$ cat src/serial_port_consts.vh
// constants for the serial port: register indexes, field positions, resets, timing
`ifndef SERIAL_PORT_CONSTS_VH
`define SERIAL_PORT_CONSTS_VH

// register indexes; byte address on apb is four times the low byte
`define IDX_FRAME_MODE 24'hFFFE90
`define IDX_BIT_RATE_DIVISOR 24'hFFFE91
`define IDX_SERIAL_CONTROL 24'hFFFE92
`define IDX_TX_HOLD 24'hFFFE93
`define IDX_SERIAL_STATUS 24'hFFFE94
`define IDX_RX_HOLD 24'hFFFE95

// frame mode fields
`define MODE_SYNC_BIT 7
`define MODE_CHAR_LEN_BIT 6
`define MODE_PARITY_EN_BIT 5
`define MODE_PARITY_ODD_BIT 4
`define MODE_STOP_LEN_BIT 3
`define MODE_PRESCALE_HI 1
`define MODE_PRESCALE_LO 0

// control fields
`define CTL_TX_IRQ_EN_BIT 7
`define CTL_RX_IRQ_EN_BIT 6
`define CTL_TX_EN_BIT 5
`define CTL_RX_EN_BIT 4
`define CTL_TXDONE_IRQ_EN_BIT 2
`define CTL_CLK_SRC_HI 1
`define CTL_CLK_SRC_LO 0

// status fields; flag vector index i sits at bit i+3
`define STAT_FLAG_LSB 3
`define STAT_TX_END_BIT 2
`define FLAG_PARITY 0
`define FLAG_FRAME 1
`define FLAG_OVERRUN 2
`define FLAG_RX_FULL 3
`define FLAG_TX_EMPTY 4

// reset values
`define RST_FRAME_MODE 8'h00
`define RST_DIVISOR 8'hFF
`define RST_CONTROL 8'h00
`define RST_FLAGS 5'h10
`define RST_TX_END 1'b1

// timing in oversample ticks
`define OS_LAST 4'hF
`define OS_MID 4'h7
`define CLK_SRC_INTERNAL 2'h0

`endif

$ cat src/serial_port_async_sync.v
// serial port: apb registers, async/clock-sync transmitter and receiver, status flags
// Function
// - mode bit 7: 0 asynchronous framing, 1 clock synchronous operation
// - character length bit: in async mode 0 gives 8 data bits, 1 gives 7; clock synchronous mode always uses 8
// - parity enable bit 5 adds a parity bit when 1, none when 0; clock synchronous mode never adds one
// - stop length bit: in async mode transmitter sends one stop bit at 0, two at 1; clock synchronous mode sends none
// - receiver checks first stop bit only; low after it starts next frame
// - 8-bit writable divisor with prescale sets the bit rate
// - control bit 7 gates the transmit-empty request
// - receive interrupt enable gates both receive-full and receive-error requests
// - transmit enable bit 5 and receive enable bit 4 allow each direction
// - control bit 2 gates the transmit-complete request
// - clock source bits 00 take timing from the on-chip generator
// - transmit-empty flag set while transmit disabled and on each shift load
// - transmit-empty cleared by 0 write after reading 1, or dma load while the transmit-empty request is raised
// - receive-full flag set when an error-free byte reaches the holding register
// - receive-full cleared by 0 write after reading 1, or dma read while the receive-full request is raised
// - clearing receive enable leaves receive-full unchanged
// - a byte finishing while receive-full is 1 sets overrun, byte dropped
// - overrun cleared only by 0 write after reading it as 1
// - framing error flag bit 4 set on bad frame, read-1 write-0 clears
// - parity error flag bit 3 set on mismatch, read-1 write-0 clears
// - writing 1 to a clear-only flag does nothing
//
// Decided for this implementation: the APB interface to the registers.
`timescale 1ns/1ps
`include "serial_port_consts.vh"
module serial_port_async_sync (
  input wire pclk,
  input wire presetn,
  input wire psel,
  input wire penable,
  input wire pwrite,
  input wire [31:0] paddr,
  input wire [31:0] pwdata,
  input wire [3:0] pstrb,
  output reg [31:0] prdata,
  output reg pready,
  output reg pslverr,
  input wire dma_tx_we,
  input wire [7:0] dma_tx_data,
  input wire dma_rx_ack,
  output reg [7:0] rx_data,
  input wire rxd,
  output reg txd,
  output reg sck,
  output reg tx_empty_irq,
  output reg rx_full_irq,
  output reg rx_err_irq,
  output reg tx_done_irq
);
  localparam T_IDLE = 3'd0;
  localparam T_START = 3'd1;
  localparam T_DATA = 3'd2;
  localparam T_PAR = 3'd3;
  localparam T_STOP = 3'd4;
  localparam R_IDLE = 3'd0;
  localparam R_START = 3'd1;
  localparam R_DATA = 3'd2;
  localparam R_PAR = 3'd3;
  localparam R_STOP = 3'd4;

  reg [7:0] frame_mode;
  reg [7:0] bit_rate_divisor;
  reg [7:0] serial_control;
  reg [7:0] tx_hold_reg;
  reg [4:0] flags;
  reg [4:0] armed;
  reg tx_end;

  wire sync_mode = frame_mode[`MODE_SYNC_BIT];
  wire char_len_sel = frame_mode[`MODE_CHAR_LEN_BIT];
  wire parity_enable = frame_mode[`MODE_PARITY_EN_BIT];
  wire parity_odd = frame_mode[`MODE_PARITY_ODD_BIT];
  wire stop_two = frame_mode[`MODE_STOP_LEN_BIT];
  wire [1:0] prescale = frame_mode[`MODE_PRESCALE_HI:`MODE_PRESCALE_LO];
  wire tx_irq_en = serial_control[`CTL_TX_IRQ_EN_BIT];
  wire rx_irq_en = serial_control[`CTL_RX_IRQ_EN_BIT];
  wire tx_enable = serial_control[`CTL_TX_EN_BIT];
  wire rx_enable = serial_control[`CTL_RX_EN_BIT];
  wire txdone_irq_en = serial_control[`CTL_TXDONE_IRQ_EN_BIT];
  wire [1:0] clk_src = serial_control[`CTL_CLK_SRC_HI:`CTL_CLK_SRC_LO];
  wire tx_hold_empty = flags[`FLAG_TX_EMPTY];
  wire rx_hold_full = flags[`FLAG_RX_FULL];

  // apb decode
  wire [7:0] reg_idx = paddr[9:2];
  // indexes are full 24-bit numbers; only the low byte travels on paddr
  wire [23:0] idx_full = {16'hFFFE, reg_idx};
  wire hit_mode = idx_full == `IDX_FRAME_MODE;
  wire hit_div = idx_full == `IDX_BIT_RATE_DIVISOR;
  wire hit_ctl = idx_full == `IDX_SERIAL_CONTROL;
  wire hit_txh = idx_full == `IDX_TX_HOLD;
  wire hit_stat = idx_full == `IDX_SERIAL_STATUS;
  wire hit_rxh = idx_full == `IDX_RX_HOLD;
  wire mapped = hit_mode | hit_div | hit_ctl | hit_txh | hit_stat | hit_rxh;
  wire setup = psel & ~penable;
  wire done = psel & penable & pready;
  wire wr_lane = pwrite & pstrb[0] & done;
  wire wr_ok = wr_lane & mapped;
  wire rd_stat = done & ~pwrite & hit_stat;

  reg [7:0] rd_mux;
  always @* begin
    rd_mux = 8'h00;
    if (hit_mode) rd_mux = frame_mode;
    if (hit_div) rd_mux = bit_rate_divisor;
    if (hit_ctl) rd_mux = serial_control;
    if (hit_txh) rd_mux = tx_hold_reg;
    if (hit_stat) rd_mux = {flags, tx_end, 2'b00};
    if (hit_rxh) rd_mux = rx_data;
  end

  // one wait-free access phase: pready rises in the first access cycle
  always @(posedge pclk or negedge presetn) begin
    if (!presetn) begin
      pready <= 1'b0;
      pslverr <= 1'b0;
      prdata <= 32'h00000000;
    end else begin
      pready <= setup;
      if (setup) begin
        pslverr <= ~mapped;
        prdata <= {24'h000000, rd_mux};
      end
    end
  end

  always @(posedge pclk or negedge presetn) begin
    if (!presetn) begin
      frame_mode <= `RST_FRAME_MODE;
      bit_rate_divisor <= `RST_DIVISOR;
      serial_control <= `RST_CONTROL;
      tx_hold_reg <= 8'h00;
    end else begin
      if (wr_ok && hit_mode) frame_mode <= pwdata[7:0];
      if (wr_ok && hit_div) bit_rate_divisor <= pwdata[7:0];
      if (wr_ok && hit_ctl) serial_control <= pwdata[7:0];
      if (dma_tx_we) tx_hold_reg <= dma_tx_data;
      else if (wr_ok && hit_txh) tx_hold_reg <= pwdata[7:0];
    end
  end

  // bit clock
  wire os_tick;
  baud_tick_gen u_baud (
    .pclk(pclk),
    .presetn(presetn),
    .run(clk_src == `CLK_SRC_INTERNAL),
    .prescale(prescale),
    .divisor(bit_rate_divisor),
    .tick(os_tick)
  );

  // receive pin synchroniser
  reg rxd_meta;
  reg rxd_s;
  always @(posedge pclk or negedge presetn) begin
    if (!presetn) begin
      rxd_meta <= 1'b1;
      rxd_s <= 1'b1;
    end else begin
      rxd_meta <= rxd;
      rxd_s <= rxd_meta;
    end
  end

  // transmitter
  reg [2:0] tx_state;
  reg [3:0] tx_os;
  reg [2:0] tx_idx;
  reg [7:0] tx_shift_reg;
  reg tx_par;
  reg tx_stop2nd;
  wire tx_bit_end = os_tick && tx_os == `OS_LAST;
  wire [2:0] tx_last = (char_len_sel && !sync_mode) ? 3'd6 : 3'd7;
  wire tx_load = tx_state == T_IDLE && tx_enable && !tx_hold_empty;
  wire [7:0] load_mask = char_len_sel ? 8'h7F : 8'hFF;
  reg tx_finish;

  always @(posedge pclk or negedge presetn) begin
    if (!presetn) begin
      tx_state <= T_IDLE;
      tx_os <= 4'h0;
      tx_idx <= 3'd0;
      tx_shift_reg <= 8'hFF;
      tx_par <= 1'b0;
      tx_stop2nd <= 1'b0;
      tx_finish <= 1'b0;
    end else begin
      tx_finish <= 1'b0;
      if (tx_state != T_IDLE && os_tick) tx_os <= tx_os + 4'h1;
      case (tx_state)
        T_IDLE: begin
          tx_os <= 4'h0;
          if (tx_load) begin
            tx_shift_reg <= tx_hold_reg;
            tx_par <= ^(tx_hold_reg & load_mask) ^ parity_odd;
            tx_idx <= 3'd0;
            tx_state <= sync_mode ? T_DATA : T_START;
          end
        end
        T_START: begin
          if (tx_bit_end) tx_state <= T_DATA;
        end
        T_DATA: begin
          if (tx_bit_end) begin
            tx_shift_reg <= {1'b1, tx_shift_reg[7:1]};
            tx_idx <= tx_idx + 3'd1;
            if (tx_idx == tx_last) begin
              tx_stop2nd <= 1'b0;
              if (sync_mode) begin
                tx_state <= T_IDLE;
                tx_finish <= 1'b1;
              end else if (parity_enable) begin
                tx_state <= T_PAR;
              end else begin
                tx_state <= T_STOP;
              end
            end
          end
        end
        T_PAR: begin
          if (tx_bit_end) tx_state <= T_STOP;
        end
        T_STOP: begin
          if (tx_bit_end) begin
            if (stop_two && !tx_stop2nd) begin
              tx_stop2nd <= 1'b1;
            end else begin
              tx_state <= T_IDLE;
              tx_finish <= 1'b1;
            end
          end
        end
        default: tx_state <= T_IDLE;
      endcase
    end
  end

  // line and clock pins; sync clock is low in the first half of each bit
  always @(posedge pclk or negedge presetn) begin
    if (!presetn) begin
      txd <= 1'b1;
      sck <= 1'b1;
    end else begin
      case (tx_state)
        T_START: txd <= 1'b0;
        T_DATA: txd <= tx_shift_reg[0];
        T_PAR: txd <= tx_par;
        default: txd <= 1'b1;
      endcase
      sck <= !(sync_mode && tx_state == T_DATA) || tx_os[3];
    end
  end

  // receiver
  reg [2:0] rx_state;
  reg [3:0] rx_os;
  reg [2:0] rx_idx;
  reg [7:0] rx_shift_reg;
  reg rx_par;
  reg rx_done;
  reg rx_frame_bad;
  reg rx_par_bad;
  reg [7:0] rx_word;
  wire rx_mid = os_tick && rx_os == `OS_LAST;
  wire [2:0] rx_last = (char_len_sel && !sync_mode) ? 3'd6 : 3'd7;
  // sync reception rides on the transmitter's clock, sampled at the rising edge
  wire sync_sample = sync_mode && rx_enable && tx_state == T_DATA && os_tick && tx_os == `OS_MID;
  wire [7:0] rx_aligned = char_len_sel ? {1'b0, rx_shift_reg[7:1]} : rx_shift_reg;

  always @(posedge pclk or negedge presetn) begin
    if (!presetn) begin
      rx_state <= R_IDLE;
      rx_os <= 4'h0;
      rx_idx <= 3'd0;
      rx_shift_reg <= 8'h00;
      rx_par <= 1'b0;
      rx_done <= 1'b0;
      rx_frame_bad <= 1'b0;
      rx_par_bad <= 1'b0;
      rx_word <= 8'h00;
    end else begin
      rx_done <= 1'b0;
      if (os_tick) rx_os <= rx_os + 4'h1;
      if (sync_mode) begin
        rx_state <= R_IDLE;
        if (!(tx_state == T_DATA)) rx_idx <= 3'd0;
        if (sync_sample) begin
          rx_shift_reg <= {rxd_s, rx_shift_reg[7:1]};
          rx_idx <= rx_idx + 3'd1;
          if (rx_idx == 3'd7) begin
            rx_word <= {rxd_s, rx_shift_reg[7:1]};
            rx_frame_bad <= 1'b0;
            rx_par_bad <= 1'b0;
            rx_done <= 1'b1;
          end
        end
      end else begin
        case (rx_state)
          R_IDLE: begin
            rx_os <= 4'h0;
            if (rx_enable && !rxd_s) rx_state <= R_START;
          end
          R_START: begin
            if (os_tick && rx_os == `OS_MID) begin
              rx_os <= 4'h0;
              rx_idx <= 3'd0;
              rx_par <= parity_odd;
              rx_state <= rxd_s ? R_IDLE : R_DATA;
            end
          end
          R_DATA: begin
            if (rx_mid) begin
              rx_shift_reg <= {rxd_s, rx_shift_reg[7:1]};
              rx_par <= rx_par ^ rxd_s;
              rx_idx <= rx_idx + 3'd1;
              if (rx_idx == rx_last) rx_state <= parity_enable ? R_PAR : R_STOP;
            end
          end
          R_PAR: begin
            if (rx_mid) begin
              rx_par <= rx_par ^ rxd_s;
              rx_state <= R_STOP;
            end
          end
          R_STOP: begin
            if (rx_mid) begin
              // only the first stop is checked; idle at once so a low starts a frame
              rx_word <= rx_aligned;
              rx_frame_bad <= !rxd_s;
              rx_par_bad <= parity_enable && rx_par;
              rx_done <= 1'b1;
              rx_state <= R_IDLE;
            end
          end
          default: rx_state <= R_IDLE;
        endcase
      end
    end
  end

  // status flags: set wins over clear
  wire rx_clean = rx_done && !rx_frame_bad && !rx_par_bad;
  wire overrun = rx_done && rx_hold_full;
  wire rx_accept = rx_clean && !rx_hold_full;
  wire [4:0] flag_set;
  wire [4:0] flag_hw_clr;
  assign flag_set[`FLAG_PARITY] = rx_done && rx_par_bad;
  assign flag_set[`FLAG_FRAME] = rx_done && rx_frame_bad;
  assign flag_set[`FLAG_OVERRUN] = overrun;
  assign flag_set[`FLAG_RX_FULL] = rx_accept;
  assign flag_set[`FLAG_TX_EMPTY] = !tx_enable || tx_load;
  assign flag_hw_clr[`FLAG_PARITY] = 1'b0;
  assign flag_hw_clr[`FLAG_FRAME] = 1'b0;
  assign flag_hw_clr[`FLAG_OVERRUN] = 1'b0;
  assign flag_hw_clr[`FLAG_RX_FULL] = dma_rx_ack && rx_full_irq;
  assign flag_hw_clr[`FLAG_TX_EMPTY] = dma_tx_we && tx_empty_irq;
  wire stat_wr = wr_lane && hit_stat;

  localparam [4:0] RST_FLAG_VEC = `RST_FLAGS;
  genvar gi;
  generate
    for (gi = 0; gi < 5; gi = gi + 1) begin : g_flag
      // a 0 write clears only after that flag was read as 1; a 1 write is ignored
      wire sw_clr = stat_wr && armed[gi] && !pwdata[gi + `STAT_FLAG_LSB];
      always @(posedge pclk or negedge presetn) begin
        if (!presetn) begin
          flags[gi] <= RST_FLAG_VEC[gi];
          armed[gi] <= 1'b0;
        end else begin
          flags[gi] <= flag_set[gi] || (flags[gi] && !(sw_clr || flag_hw_clr[gi]));
          if (rd_stat) armed[gi] <= prdata[gi + `STAT_FLAG_LSB];
          else if (stat_wr) armed[gi] <= 1'b0;
        end
      end
    end
  endgenerate

  wire tx_hold_empty_clr = (stat_wr && armed[`FLAG_TX_EMPTY] && !pwdata[`FLAG_TX_EMPTY + `STAT_FLAG_LSB])
                  || flag_hw_clr[`FLAG_TX_EMPTY];
  wire tend_set = !tx_enable || (tx_finish && tx_hold_empty);

  always @(posedge pclk or negedge presetn) begin
    if (!presetn) begin
      tx_end <= `RST_TX_END;
      rx_data <= 8'h00;
      tx_empty_irq <= 1'b0;
      rx_full_irq <= 1'b0;
      rx_err_irq <= 1'b0;
      tx_done_irq <= 1'b0;
    end else begin
      tx_end <= tend_set || (tx_end && !tx_hold_empty_clr);
      if (rx_accept) rx_data <= rx_word;
      tx_empty_irq <= tx_irq_en && tx_hold_empty;
      rx_full_irq <= rx_irq_en && rx_hold_full;
      rx_err_irq <= rx_irq_en && (flags[`FLAG_OVERRUN] || flags[`FLAG_FRAME] || flags[`FLAG_PARITY]);
      tx_done_irq <= txdone_irq_en && tx_end;
    end
  end
endmodule

$ cat src/baud_tick_gen.v
// bit rate generator: prescaler then divisor, one-cycle 16x oversample tick
`timescale 1ns/1ps
module baud_tick_gen (
  input wire pclk,
  input wire presetn,
  input wire run,
  input wire [1:0] prescale,
  input wire [7:0] divisor,
  output reg tick
);
  reg [6:0] pre_cnt;
  reg [7:0] div_cnt;
  reg [6:0] pre_max;

  // prescale divides by 2, 8, 32 or 128: 16x tick = pclk / (2 * 4^n * (divisor + 1))
  always @* begin
    case (prescale)
      2'h0: pre_max = 7'h01;
      2'h1: pre_max = 7'h07;
      2'h2: pre_max = 7'h1F;
      default: pre_max = 7'h7F;
    endcase
  end

  always @(posedge pclk or negedge presetn) begin
    if (!presetn) begin
      pre_cnt <= 7'h00;
      div_cnt <= 8'h00;
      tick <= 1'b0;
    end else begin
      tick <= 1'b0;
      if (!run) begin
        pre_cnt <= 7'h00;
        div_cnt <= 8'h00;
      end else if (pre_cnt >= pre_max) begin
        pre_cnt <= 7'h00;
        if (div_cnt >= divisor) begin
          div_cnt <= 8'h00;
          tick <= 1'b1;
        end else begin
          div_cnt <= div_cnt + 8'h01;
        end
      end else begin
        pre_cnt <= pre_cnt + 7'h01;
      end
    end
  end
endmodule

$ cat config.mk
export PLATFORM = sky130hd
export DESIGN_NAME = serial_port_async_sync
export DESIGN_NICKNAME = d
export VERILOG_FILES = /design/src/serial_port_async_sync.v /design/src/baud_tick_gen.v
export VERILOG_INCLUDE_DIRS = /design/src /design/src/src
export SDC_FILE = /design/constraint.sdc
export NUM_CORES = 1
export LEC_CHECK = 0
export ABC_AREA = 1
export BUFFER_PORTS_ARGS = -buffer_cell sky130_fd_sc_hd__clkbuf_2
export CAP_MARGIN = 20
export CORE_ASPECT_RATIO = 1.5
export CORE_MARGIN = 4
export CORE_UTILIZATION = 60
export DETAILED_ROUTE_END_ITERATION = 7
export PLACE_DENSITY = 0.85
export SETUP_SLACK_MARGIN = 0.4
export SLEW_MARGIN = 0
export SYNTH_ARGS = -nofsm -noshare
export SYNTH_HDL_FRONTEND = slang
export SYNTH_HIERARCHICAL = 1
export SYNTH_SLANG_ARGS = --single-unit
$ cat constraint.sdc
create_clock -name pclk -period 2.5 [get_ports pclk]
set_clock_uncertainty 0.1 [all_clocks]
set_input_delay 0.25 -clock pclk [delete_from_list [all_inputs] [get_ports pclk]]
set_output_delay 0.25 -clock pclk [all_outputs]
set_load 0.01 [all_outputs]
==> metrics.md, run 1 <==
| Metric | Value |
|---|---|
| Status | completed |
| Clk buf depth | 2 |
| Worst min-delay path class | input pin to flip-flop |
| Layout cells sized above 1 | 0.1728 |
| Largest net degree at the start of global routing | 63 |
| Syn-to-layout area delta | 12.33% |
| Final worst path period share | 0.8254 |
| Die area | 14,370 um^2 |
| Post-Syn Area | approximately 7500 um^2 |
| Cell accounting for the most synthesized area | dfrtp_1 |
| Worst skew pair latency | roughly 420 ps |
| Core Footprint | 12,140 um^2 |
| Combinational family with the most area after synthesis | simple AND/OR/NAND/NOR gates |
| I/O Buffers | 56 |
| Via Count | between 6,000 and 7,000 |
| # diodes | 0 |
| Die height | 144.8 um |
| Slowest stage delay, CP | 490 ps |
| Vias/cell | 5.527 |
| Vias in the first global route | 6,291 |
| Critical path class | flip-flop to flip-flop |
| Filler cells | roughly 970 |
| Clock sink count | 136 |
| VDD IR max | 0.5321 mV |
| WL final | 17.98 mm |
| Num rows | a little under 50 |
| Setup bufs post-CTS | 0 |
| Least-Margin Pin Slew | roughly 810 ps |
| TNS Setup | 0 ps |
| Highest-delay cell along the critical path | dfrtp_1 |
| Fin. Hold Viols | 0 |
| Synth top area cells | dfrtp_1 (38%), nand2_1 (13%), dfstp_2 (7.7%) |
| Number of flops mapped to enable cells by yosys | 0 |
| Max cap viols | 0 |
| Synthesized area per cell | between 7 and 8 um^2 |
| First-pass GRT wire length | roughly 30 mm |
| Post-synth cell types | 46 |
| Most frequent cells in the layout | nand2_1 (267), dfrtp_1 (113), inv_1 (94), nand3_1 (90), nor2_1 (73) |
| Max transition margin | 0.4555 |
| LEAKAGE | 4.137 nW |
| Drt drc | 0 |
| Root Driver | clkbuf_16 |
| CP startpoint | frame_mode[1]$_DFFE_PN0P_ |
| Most frequent CP cell | nand2_1 |
| Critical path capture point type | flip-flop |
| Synth top area share | 0.3808 |
| Final ANT Viol Nets | 0 |
| Dpl cells | 1,132 |
| Global-route usage over all layers | 0.2576 |
| Drt wl/cell | between 15 and 20 um |
| Simple-Gate Fraction of Synth Area | 0.2970 |
| HP Start | dma_rx_ack |
| Peak Freq | between 400 and 500 MHz |
| Die Wd | 99.23 um |
| Iter 0 DRT Violations | 476 |
| Multiplexer share of the synthesized area | 0 |
| Sequential-to-total area share from yosys stat | 0.4580 |
| CP Launch Type | flip-flop |
| H-tree levels | 4 |
| Worst-path clk slew | 60 ps |
| Async SR Flop Fraction | 1.000 |
| GP Congestion | 0.9319 |
| Xor/xnor share of the synthesized area | 0.01637 |
| Critical Path Fanout Max | 9 |
| Finished Core Util | 0.6932 |
| Boundary Pins | approximately 130 |
| Multi-input gate area | around 3400 um^2 |
| Final min period | around 2100 ps |
| Critical Path RT | 2730 ps |
| DRT Pass-1 Iters | 5 |
| Global route overflow | 0 |
| Endpoints failing setup | 0 |
| Sequence of cells on the critical path | nand2_1, ha_1, nand2_1, o21a_2, a21oi_4, and2_1 |
| RSZ-0062 raised after global routing | no |
| TritonCTS clock tree | yes |
| Yosys reg bits | 136 |
| Top FF cell, synth | dfrtp_1 |
| Yosys warns | 6 |
| Synth Area in Adders | 0.03174 |
| Pins over their slew limit | 0 |
| Initial antenna violation count | 0 |
| Gate Count Post-Synth | 938 |
| Commonest non-fill, non-tap cell in the layout | nand2_1 |
| Initial cell density of the core | 0.6171 |
| Launch point of the worst reg-to-reg path | frame_mode[1]$_DFFE_PN0P_ |
| DP HPWL | ~13 mm |
| Reg area | between 3000 and 4000 um^2 |
| Nets | 1,103 |
| Power density cells | 695.9 nW/um^2 |
| Crit path arrival time | 2300 ps |
| Non-Filler Instances | 1,166 |
| Inserted Clock Buffers | 17 |
| Compound-Gate Fraction of Synth Area | 0.1021 |
==> synth_stat cells, types with 15 or more instances <==
master and count:
buf_4 30, dfrtp_1 114, dfstp_2 22, nand2_1 267
inv_1 94, nand4_1 15, o21ai_2 17, nor2_1 73
nand3_1 90, a21oi_1 24, o21ai_0 50, ha_1 19
o21ai_1 19
==> path summary, 6_finish.rpt <==
check / end / slack, ps / depth (start not counted)
setup / recovery: u_baud/tick$_DFF_PN0_ / 440 / 6
hold / removal: rx_hold_full$_DFF_PN0_ / 30 / 4
setup reg to reg: u_baud/tick$_DFF_PN0_ / 440 / 6
hold reg to reg: rxd_s$_DFF_PN1_ / 260 / 0
max in group asynchronous: bit_rate_divisor[4]$_DFFE_PN1P_ / 1300 / 3
min in group asynchronous: u_baud/pre_cnt[4]$_DFF_PN0_ / 250 / 2
==> power by group <==
part           internal (W)  leakage (nW)  switching (W)  total [W]
Sequential          0.00231          1.76       0.000127    0.00243
Clock               0.00152         0.277       0.000950    0.00247
Combinational      0.000300          2.10       0.000649   0.000948
Total               0.00413          4.14        0.00173    0.00586
==> worst max-delay path: cells and delay by family (launching register included) <==
| family | cells | cell delay, ps |
|---|---|---|
| flip-flops | 1 | 490 |
| adder cells (fa/ha/maj) | 1 | 320 |
| AND/OR/NAND/NOR | 3 | 470 |
| AO/OA/AOI/OAI | 2 | 600 |
==> metal layers <==
layer / vias up / share of wire / GRT usage
li1: 3115 / - / -
met1: 3066 / 0.37 / 0.2833
met2: 191 / 0.54 / 0.4710
met3: 73 / 0.043 / 0.04077
met4: 0 / 0.049 / 0.1439
met5: - / 0 / 0
==> layout make-up <==
type,count,share of cell area
Clock buffer,22,0.05517
Clock inverter,10,0.01413
Inverter,105,0.04714
Multi-Input combinational cell,676,0.4097
Sequential cell,136,0.4079
Tap cell,153,0.02275
Timing Repair Buffer,64,0.04327
==> cell families after synthesis <==
| kind of cell | Yosys count |
|---|---|
| xor+xnor | 14 |
| simple gates | 491 |
| other cells | 1 |
| flops | 136 |
| buf+inv | 149 |
| fa+ha+maj | 19 |
| compound gates | 128 |
==> through the flow <==
step / hold slack [ps] / total power, W / worst slack [ps] / area [um^2]
3_3_place_gp: 135.6 / 0.003346 / 550.6 / 7800
2_1_floorplan: -145.6 / 0.003108 / 860.6 / 7577
5_1_grt: 55.32 / 0.006106 / 392.6 / 8414
6_report: 27.86 / 0.005855 / 436.4 / 8414
3_5_place_dp: 131.6 / 0.003376 / 512.7 / 7800
4_1_cts: 22.21 / 0.005840 / 488.5 / 8403
==> what timing repair did <==
action                                 in CTS  in global routing
hold buffers                                2                  0
endpoints found under the hold margin      40                  0
resized for setup                           0                  3
setup endpoints to repair                   0                 20
(Power assumes the default switching activity.)
==> run 2, diff against run 1 <==
--- a/config.mk
+++ b/config.mk
@@ -11,9 +11,9 @@
 export CAP_MARGIN = 20
 export CORE_ASPECT_RATIO = 1.5
 export CORE_MARGIN = 4
-export CORE_UTILIZATION = 60
+export CORE_UTILIZATION = 51
 export DETAILED_ROUTE_END_ITERATION = 7
-export PLACE_DENSITY = 0.85
+export PLACE_DENSITY = 0.77
 export SETUP_SLACK_MARGIN = 0.4
 export SLEW_MARGIN = 0
 export SYNTH_ARGS = -nofsm -noshare
==> constraint.sdc (replaced) <==
create_clock -name pclk -period 1.8 [get_ports pclk]
set_clock_uncertainty 0.1 [all_clocks]
set_input_delay 0.18 -clock pclk [delete_from_list [all_inputs] [get_ports pclk]]
set_output_delay 0.18 -clock pclk [all_outputs]
set_load 0.01 [all_outputs]
==> run 2 against run 1 <==
  * The flow now finishes with violations (negative hold slack, negative setup slack)
  * Sequential share of layout area fell by 7.6 points
  * Register-to-register slack got worse by 520 ps
  * Total power rose by 53%
  * Global-route usage fell by 1.0 points
  * Maximum frequency rose by 9.7%
  * Cell count rose by 11%
  * Critical path depth rose by 2
  * Clock-buffer cell count fell by 4
  * Sequential power rose by 40%
  * Hold slack got worse by 34 ps
  * Core utilization rose by 2.4 points
  * Critical endpoint is now rx_par_bad$_DFFE_PN0P_
  * Largest cell class unchanged
  * Highest routed layer unchanged
==> metrics.md, run 2 (same netlist as run 1, synthesis figures left out) <==
| Metric | Value |
|---|---|
| Status | finished with violations (was completed) |
| Violations in the final reports | negative hold slack, negative setup slack |
| Initial cell density of the core | 0.5181 (was 0.6171) |
| Filler cells | 960 (was 969) |
| DP HPWL | 13.08 mm (was 12.70 mm) |
| Boundary Pins | 132 (unchanged) |
| Max cap viols | 0 (unchanged) |
| Vias/cell | 5.691 (was 5.527) |
| Nets | 1,193 (was 1,103) |
| Syn-to-layout area delta | 38.50% (was 12.33%) |
| Most frequent cells in the layout | nand2_1 (207), dfrtp_1 (107), inv_1 (86), nand3_1 (74), clkbuf_2 (55) (was nand2_1 (267), dfrtp_1 (113), inv_1 (94), nand3_1 (90), nor2_1 (73)) |
| Critical path class | flip-flop to flip-flop (unchanged) |
| Inserted Clock Buffers | 17 (unchanged) |
| Net Sw Frac | 0.3235 (was 0.2948) |
| Via Count | 7,387 (was 6,445) |
| Worst R2R End | rx_par_bad$_DFFE_PN0P_ (was u_baud/tick$_DFF_PN0_) |
| H-tree levels | 4 (unchanged) |
| WHS Path Cells | 4 (unchanged) |
| WL final | 24.39 mm (was 17.98 mm) |
| GP Congestion | 0.9269 (was 0.9319) |
| Global-route usage over all layers | 0.2472 (was 0.2576) |
| Grt met2 use | 0.4495 (was 0.4710) |
| Largest net degree at the start of global routing | 48 (was 63) |
| Crit path arrival time | 2140 ps (was 2300 ps) |
| R2r worst-path depth | 8 (was 6) |
| Die height | 156.4 um (was 144.8 um) |
| # diodes | 0 (unchanged) |
| Peak Freq | 531.4 MHz (was 484.6 MHz) |
| Worst skew pair latency | 430 ps (was 420 ps) |
| Die area | 16,730 um^2 (was 14,370 um^2) |
| Sw Pwr | 0.002905 W (was 0.001726 W) |
| Critical Path RT | 2060 ps (was 2730 ps) |
| Worst Hold Slack | -6.392 ps (was 27.86 ps) |
| TNS Setup | -183.2 ps (was 0 ps) |
| Die Wd | 107.0 um (was 99.23 um) |
| Fin. Hold Viols | 1 (was 0) |
| HP Start | pwrite (was dma_rx_ack) |
| CP Launch Type | flip-flop (unchanged) |
| Seq pwr share | 0.380 (was 0.415) |
| Power density cells | 865.6 nW/um^2 (was 695.9 nW/um^2) |
| Design area | 10,380 um^2 (was 8414 um^2) |
| Vias in the first global route | 6,814 (was 6,291) |
| First-pass GRT wire length | 32.53 mm (was 29.29 mm) |
| Initial antenna violation count | 0 (unchanged) |
| Num rows | 54 (was 49) |
| Critical Path Fanout Max | 5 (was 9) |
| RSZ-0062 raised after global routing | yes (was no) |
| Critical path capture point type | flip-flop (unchanged) |
| Routing usage on met3 | 0.04457 (was 0.04077) |
| Clock sink count | 136 (unchanged) |
| Setup WS post-layout | -81.77 ps (was 436.4 ps) |
| Non-Filler Instances | 1,298 (was 1,166) |
| Dpl cells | 1,195 (was 1,132) |
| Worst min-delay path class | input pin to flip-flop (unchanged) |
| Clock share of power | 0.392 (was 0.423) |
| Commonest non-fill, non-tap cell in the layout | nand2_1 (unchanged) |
| Reg-to-reg slack, setup | -80 ps (was 440 ps) |
| Global route overflow | 0 (unchanged) |
| Drt drc | 0 (unchanged) |
| LEAKAGE | 4.804 nW (was 4.137 nW) |
| DRT Pass-1 Iters | 6 (was 5) |
| Multi-input gate area | 4451 um^2 (was 3447 um^2) |
| Comb power frac | 0.228 (was 0.162) |
| Launch point of the worst reg-to-reg path | rx_os[0]$_DFF_PN0_ (was frame_mode[1]$_DFFE_PN0P_) |
| Root Driver | clkbuf_16 (unchanged) |
| M1 GR Usage | 0.2659 (was 0.2833) |
| VDD IR max | 0.4890 mV (was 0.5321 mV) |
| Final ANT Viol Nets | 0 (unchanged) |
| Endpoints failing setup | 4 (was 0) |
| I/O Buffers | 56 (unchanged) |
| TritonCTS clock tree | yes (unchanged) |
| WHS Endpoint | armed[0]$_DFFE_PN0P_ (was rx_hold_full$_DFF_PN0_) |
| Int Pwr | 0.006076 W (was 0.004129 W) |
| Reg area | 3440 um^2 (was 3432 um^2) |
| Iter 0 DRT Violations | 699 (was 476) |
| Final worst path period share | 1.045 (was 0.8254) |
| Core Footprint | 14,460 um^2 (was 12,140 um^2) |
| Pins over their slew limit | 0 (unchanged) |
| Worst-path clk slew | 60 ps (about the same) |
| Placed cell area | 8152 um^2 (was 7800 um^2) |
| Clk buf depth | 2 (unchanged) |
| GR peak layer | met2 (unchanged) |
| Drt wl/cell | 18.79 um (was 15.42 um) |
| Final min period | 1882 ps (was 2064 ps) |
| Layout cells sized above 1 | 0.3775 (was 0.1728) |
==> run 2: changes by cell type in the layout (fill, tap and decap cells not counted), moves of 18 or more <==
| cell | change |
|---|---|
| buf_4 | +45 |
| buf_6 | +18 |
| nand2_1 | -60 |
| nand2_2 | +39 |
| nor2_1 | -24 |
| o21ai_0 | -23 |
==> run 2: timing repair <==
action	in CTS	in global routing
pin swaps	27	53
cloned	4	6
buffers inserted	31	21
endpoints found under the hold margin	118	0
endpoints found under the setup margin	105	111
resized for setup	78	166
hold buffers	10	0
==> run 2: how the worst max path moves through the flow <==
stage                              start                       endpoint  slack [ps]  cells past startpoint
6_report              rx_os[0]$_DFF_PN0_         rx_par_bad$_DFFE_PN0P_         -80                      8
3_3_place_gp   frame_mode[1]$_DFFE_PN0P_  u_baud/div_cnt[5]$_DFFE_PN0P_          -2                      9
5_1_grt               rx_os[0]$_DFF_PN0_         rx_par_bad$_DFFE_PN0P_        -160                      8
4_1_cts        frame_mode[1]$_DFFE_PN0P_  u_baud/div_cnt[7]$_DFFE_PN0P_          30                      8
2_1_floorplan  frame_mode[1]$_DFFE_PN0P_  u_baud/div_cnt[3]$_DFFE_PN0P_         210                      9
3_5_place_dp   frame_mode[1]$_DFFE_PN0P_  u_baud/div_cnt[7]$_DFFE_PN0P_         -70                      9
==> run 2: critical path, cell delays in order (launching register included) <==
cell	delay [ps]
dfrtp_1	400
ha_4	160
nand4_1	140
nor2_1	170
inv_1	110
o21ai_4	300
buf_12	170
nand4_1	120
nand2_1	130
==> run 2: cell type report <==
type / count / share of cell area
clock buffer: 18 / 0.04233
sequential: 136 / 0.3315
clock inverter: 13 / 0.01411
inverter: 105 / 0.04088
tap: 196 / 0.02364
timing repair buffer: 147 / 0.1185
multi-input combinational: 683 / 0.4290
==> run 2: power by group through the flow <==
stage,Sequential [W],Combinational [W],Clock [W]
floorplan,0.00337,0.00102,0
global placement,0.00341,0.00141,0
detailed placement,0.00341,0.00143,0
CTS,0.00338,0.00168,0.00351
global route,0.00342,0.00223,0.00367
finish,0.00341,0.00205,0.00352
==> run 2: routing by layer <==
| layer | routed length, um | up-vias |
|---|---|---|
| met4 | 1751 | 0 |
| met2 | 13010 | 425 |
| met1 | 8073 | 3497 |
| met5 | 0 | - |
| li1 | - | 3320 |
| met3 | 1564 | 145 |
==> run 2: stage by stage <==
stage          power (W)  hold WS [ps]  worst slack [ps]    util
2_1_floorplan   0.004393        -215.6             213.7       -
3_5_place_dp    0.004848         49.38            -67.18  0.5638
5_1_grt         0.009312         10.73            -155.7  0.7175
3_3_place_gp    0.004824         48.54            -1.607  0.5638
6_report        0.008980        -6.392            -81.77  0.7175
4_1_cts         0.008565         2.923             33.20  0.6528
==> run 3, diff against run 2 <==
==> constraint.sdc (replaced) <==
create_clock -name pclk -period 1.7 [get_ports pclk]
set_clock_uncertainty 0.1 [all_clocks]
set_input_delay 0.17 -clock pclk [delete_from_list [all_inputs] [get_ports pclk]]
set_output_delay 0.17 -clock pclk [all_outputs]
set_load 0.01 [all_outputs]
==> run 3 against run 2 <==
  * The flow finishes with violations (negative setup slack)
  * Total power grew 3.0%
  * Register-to-register slack lost 20 ps
  * Critical path depth grew 3
  * Maximum frequency grew 4.5%
  * Critical path type unchanged
  * First-iteration DRC count shrank 2.4%
  * Via count grew 1.6%
  * Non-clock buffer count grew 14
  * Critical endpoint is now rx_state[0]$_DFFE_PN0P_
  * Core utilization shrank 0.20 points
  * Hold slack gained 38 ps
==> metrics.md, run 3 (same netlist as run 1, synthesis figures left out) <==
| Metric | Value |
|---|---|
| H-tree levels | 4 (unchanged) |
| Vias/cell | 5.720 (was 5.691) |
| Grt met2 use | 0.4736 (was 0.4495) |
| Nets | 1,206 (was 1,193) |
| Crit path arrival time | 2020 ps (was 2140 ps) |
| Worst R2R End | rx_state[0]$_DFFE_PN0P_ (was rx_par_bad$_DFFE_PN0P_) |
| Design area | 10,350 um^2 (was 10,380 um^2) |
| Slowest stage delay, CP | 440 ps (was 400 ps) |
| Worst-path clk slew | 70 ps (was 60 ps) |
| Filler cells | 954 (was 960) |
| Cell family with most CP delay | simple AND/OR/NAND/NOR gates (unchanged) |
| Peak Freq | 555.1 MHz (was 531.4 MHz) |
| Global-route usage over all layers | 0.2575 (was 0.2472) |
| WHS Endpoint | bit_rate_divisor[4]$_DFFE_PN1P_ (was armed[0]$_DFFE_PN0P_) |
| RSZ-0062 raised after global routing | yes (unchanged) |
| Via Count | 7,504 (was 7,387) |
| Placed cell area | 8272 um^2 (was 8152 um^2) |
| Pwr Total | 0.009246 W (was 0.008980 W) |
| R2r worst-path depth | 11 (was 8) |
| DRT Pass-1 Iters | 8 (was 6) |
| Fin. Hold Viols | 0 (was 1) |
| Max cap viols | 0 (unchanged) |
| Status | finished with violations (unchanged) |
| Final min period | 1801 ps (was 1882 ps) |
| Clock sink count | 136 (unchanged) |
| CP bufs+invs | 2 (unchanged) |
| Routing usage on met3 | 0.04292 (was 0.04457) |
| Iter 0 DRT Violations | 682 (was 699) |
| Pins over their slew limit | 0 (unchanged) |
| First-pass GRT wire length | 34.05 mm (was 32.53 mm) |
| Worst min-delay path class | input pin to flip-flop (unchanged) |
| # diodes | 0 (unchanged) |
| LEAKAGE | 4.826 nW (was 4.804 nW) |
| Setup WS post-layout | -101.4 ps (was -81.77 ps) |
| Most frequent CP cell | nand2_1 (was nand4_1) |
| Most frequent cells in the layout | nand2_1 (208), dfrtp_1 (107), inv_1 (85), nand3_1 (70), buf_4 (61) (was nand2_1 (207), dfrtp_1 (107), inv_1 (86), nand3_1 (74), clkbuf_2 (55)) |
| Num rows | 54 (unchanged) |
| Root Driver | clkbuf_16 (unchanged) |
| Critical Path Fanout Max | 4 (was 5) |
| Endpoints failing setup | 20 (was 4) |
| DP HPWL | 13.53 mm (was 13.08 mm) |
| Finished Core Util | 0.7156 (was 0.7175) |
| TritonCTS clock tree | yes (unchanged) |
| VDD IR max | 0.8941 mV (was 0.4890 mV) |
| Initial antenna violation count | 0 (unchanged) |
| Initial cell density of the core | 0.5181 (unchanged) |
| Worst skew pair latency | 430 ps (about the same) |
| Critical path class | flip-flop to flip-flop (unchanged) |
| Syn-to-layout area delta | 38.12% (was 38.50%) |
| Die Wd | 107.0 um (unchanged) |
| GP Congestion | 0.9759 (was 0.9269) |
| Sequence of cells on the critical path | buf_4, buf_6, nor2_4, nand2_1, nand3_1, nand2_1, nand2_1, nor2_4, nand2_2, nand2_1, nand2_1 (was ha_4, nand4_1, nor2_1, inv_1, o21ai_4, buf_12, nand4_1, nand2_1) |
| WHS Path Cells | 3 (was 4) |
| Net Sw Frac | 0.3357 (was 0.3235) |
| Core Footprint | 14,460 um^2 (unchanged) |
| Drt wl/cell | 18.50 um (was 18.79 um) |
| Vias in the first global route | 7,138 (was 6,814) |
| M1 GR Usage | 0.2679 (was 0.2659) |
| Inserted Clock Buffers | 17 (unchanged) |
| Die height | 156.4 um (unchanged) |
| Seq pwr share | 0.387 (was 0.380) |
| HP Start | pwdata[4] (was pwrite) |
| Highest-delay cell along the critical path | dfrtp_2 (was dfrtp_1) |
| Reg-to-reg slack, setup | -100 ps (was -80 ps) |
| CP Launch Type | flip-flop (unchanged) |
| Critical Path RT | 1910 ps (was 2060 ps) |
| Layout cells sized above 1 | 0.3817 (was 0.3775) |
| Commonest non-fill, non-tap cell in the layout | nand2_1 (unchanged) |
| WL final | 24.27 mm (was 24.39 mm) |
| Final worst path period share | 1.060 (was 1.045) |
| Drt drc | 0 (unchanged) |
| Launch point of the worst reg-to-reg path | frame_mode[7]$_DFFE_PN0P_ (was rx_os[0]$_DFF_PN0_) |
| Boundary Pins | 132 (unchanged) |
| Critical path capture point type | flip-flop (unchanged) |
| Clk buf depth | 2 (unchanged) |
| Final ANT Viol Nets | 0 (unchanged) |
| Sw Pwr | 0.003103 W (was 0.002905 W) |
| Power density cells | 893.6 nW/um^2 (was 865.6 nW/um^2) |
| Global route overflow | 0 (unchanged) |
| TNS Setup | -609.4 ps (was -183.2 ps) |
| I/O Buffers | 56 (unchanged) |
| Worst Hold Slack | 31.48 ps (was -6.392 ps) |
| Largest net degree at the start of global routing | 41 (was 48) |
| Comb power frac | 0.226 (was 0.228) |
| Int Pwr | 0.006142 W (was 0.006076 W) |
| Die area | 16,730 um^2 (unchanged) |
| GR peak layer | met2 (unchanged) |
| Clock share of power | 0.387 (was 0.392) |
| Violations in the final reports | negative setup slack (was negative hold slack, negative setup slack) |
## run 3: layout make-up
type,instances,area (um^2),share of cell area
Multi-Input combinational cell,682,4352,0.4206
Sequential cell,136,3440,0.3324
Tap cell,196,245.2,0.02370
Inverter,105,421.7,0.04075
Timing Repair Buffer,161,1328,0.1283
Clock buffer,17,425.4,0.04112
Clock inverter,15,135.1,0.01306
## run 3: worst max-delay path by stage
stage	start	end	cells past startpoint
after global placement	bit_rate_divisor[1]$_DFFE_PN1P_	u_baud/div_cnt[4]$_DFFE_PN0P_	11
final	frame_mode[7]$_DFFE_PN0P_	rx_state[0]$_DFFE_PN0P_	11
after global routing	frame_mode[7]$_DFFE_PN0P_	rx_state[0]$_DFFE_PN0P_	11
after detailed placement	bit_rate_divisor[1]$_DFFE_PN1P_	u_baud/div_cnt[4]$_DFFE_PN0P_	11
after floorplan	frame_mode[1]$_DFFE_PN0P_	u_baud/div_cnt[3]$_DFFE_PN0P_	9
after CTS	bit_rate_divisor[5]$_DFFE_PN1P_	u_baud/div_cnt[7]$_DFFE_PN0P_	10
## run 3: what timing repair did
item / CTS / global route
hold endpoints to repair: 138 / 0
gates resized for setup: 92 / 126
hold buffers: 12 / 0
gates cloned: 6 / 1
pin swaps: 41 / 60
setup buffers: 34 / 20
endpoints found under the setup margin: 110 / 117
## run 3: tightest hold or removal path: stages
cell,delay [ps]
clkbuf_2,80
inv_1,230
o21ai_2,80
## run 3: per-stage QoR
step,instances,setup WS [ps]
finish,1312,-101.4
global route,1312,-180.4
CTS,1291,17.21
detailed placement,1207,-37.21
global placement,1207,-0.4566
floorplan,961,113.7
## run 3: per-layer routing
metal  wire (um)  part of all wire
met1        8341              0.34
met2       12770              0.53
met3        1496             0.062
met4        1664             0.069
met5           0                 0
## run 3: power groups by stage
stage,registers (W),logic (W),clock network [W]
2_1_floorplan,0.00358,0.00113,0
3_3_place_gp,0.00361,0.00153,0
3_5_place_dp,0.00361,0.00156,0
4_1_cts,0.00356,0.00176,0.00356
5_1_grt,0.00359,0.00230,0.00372
6_report,0.00358,0.00209,0.00357
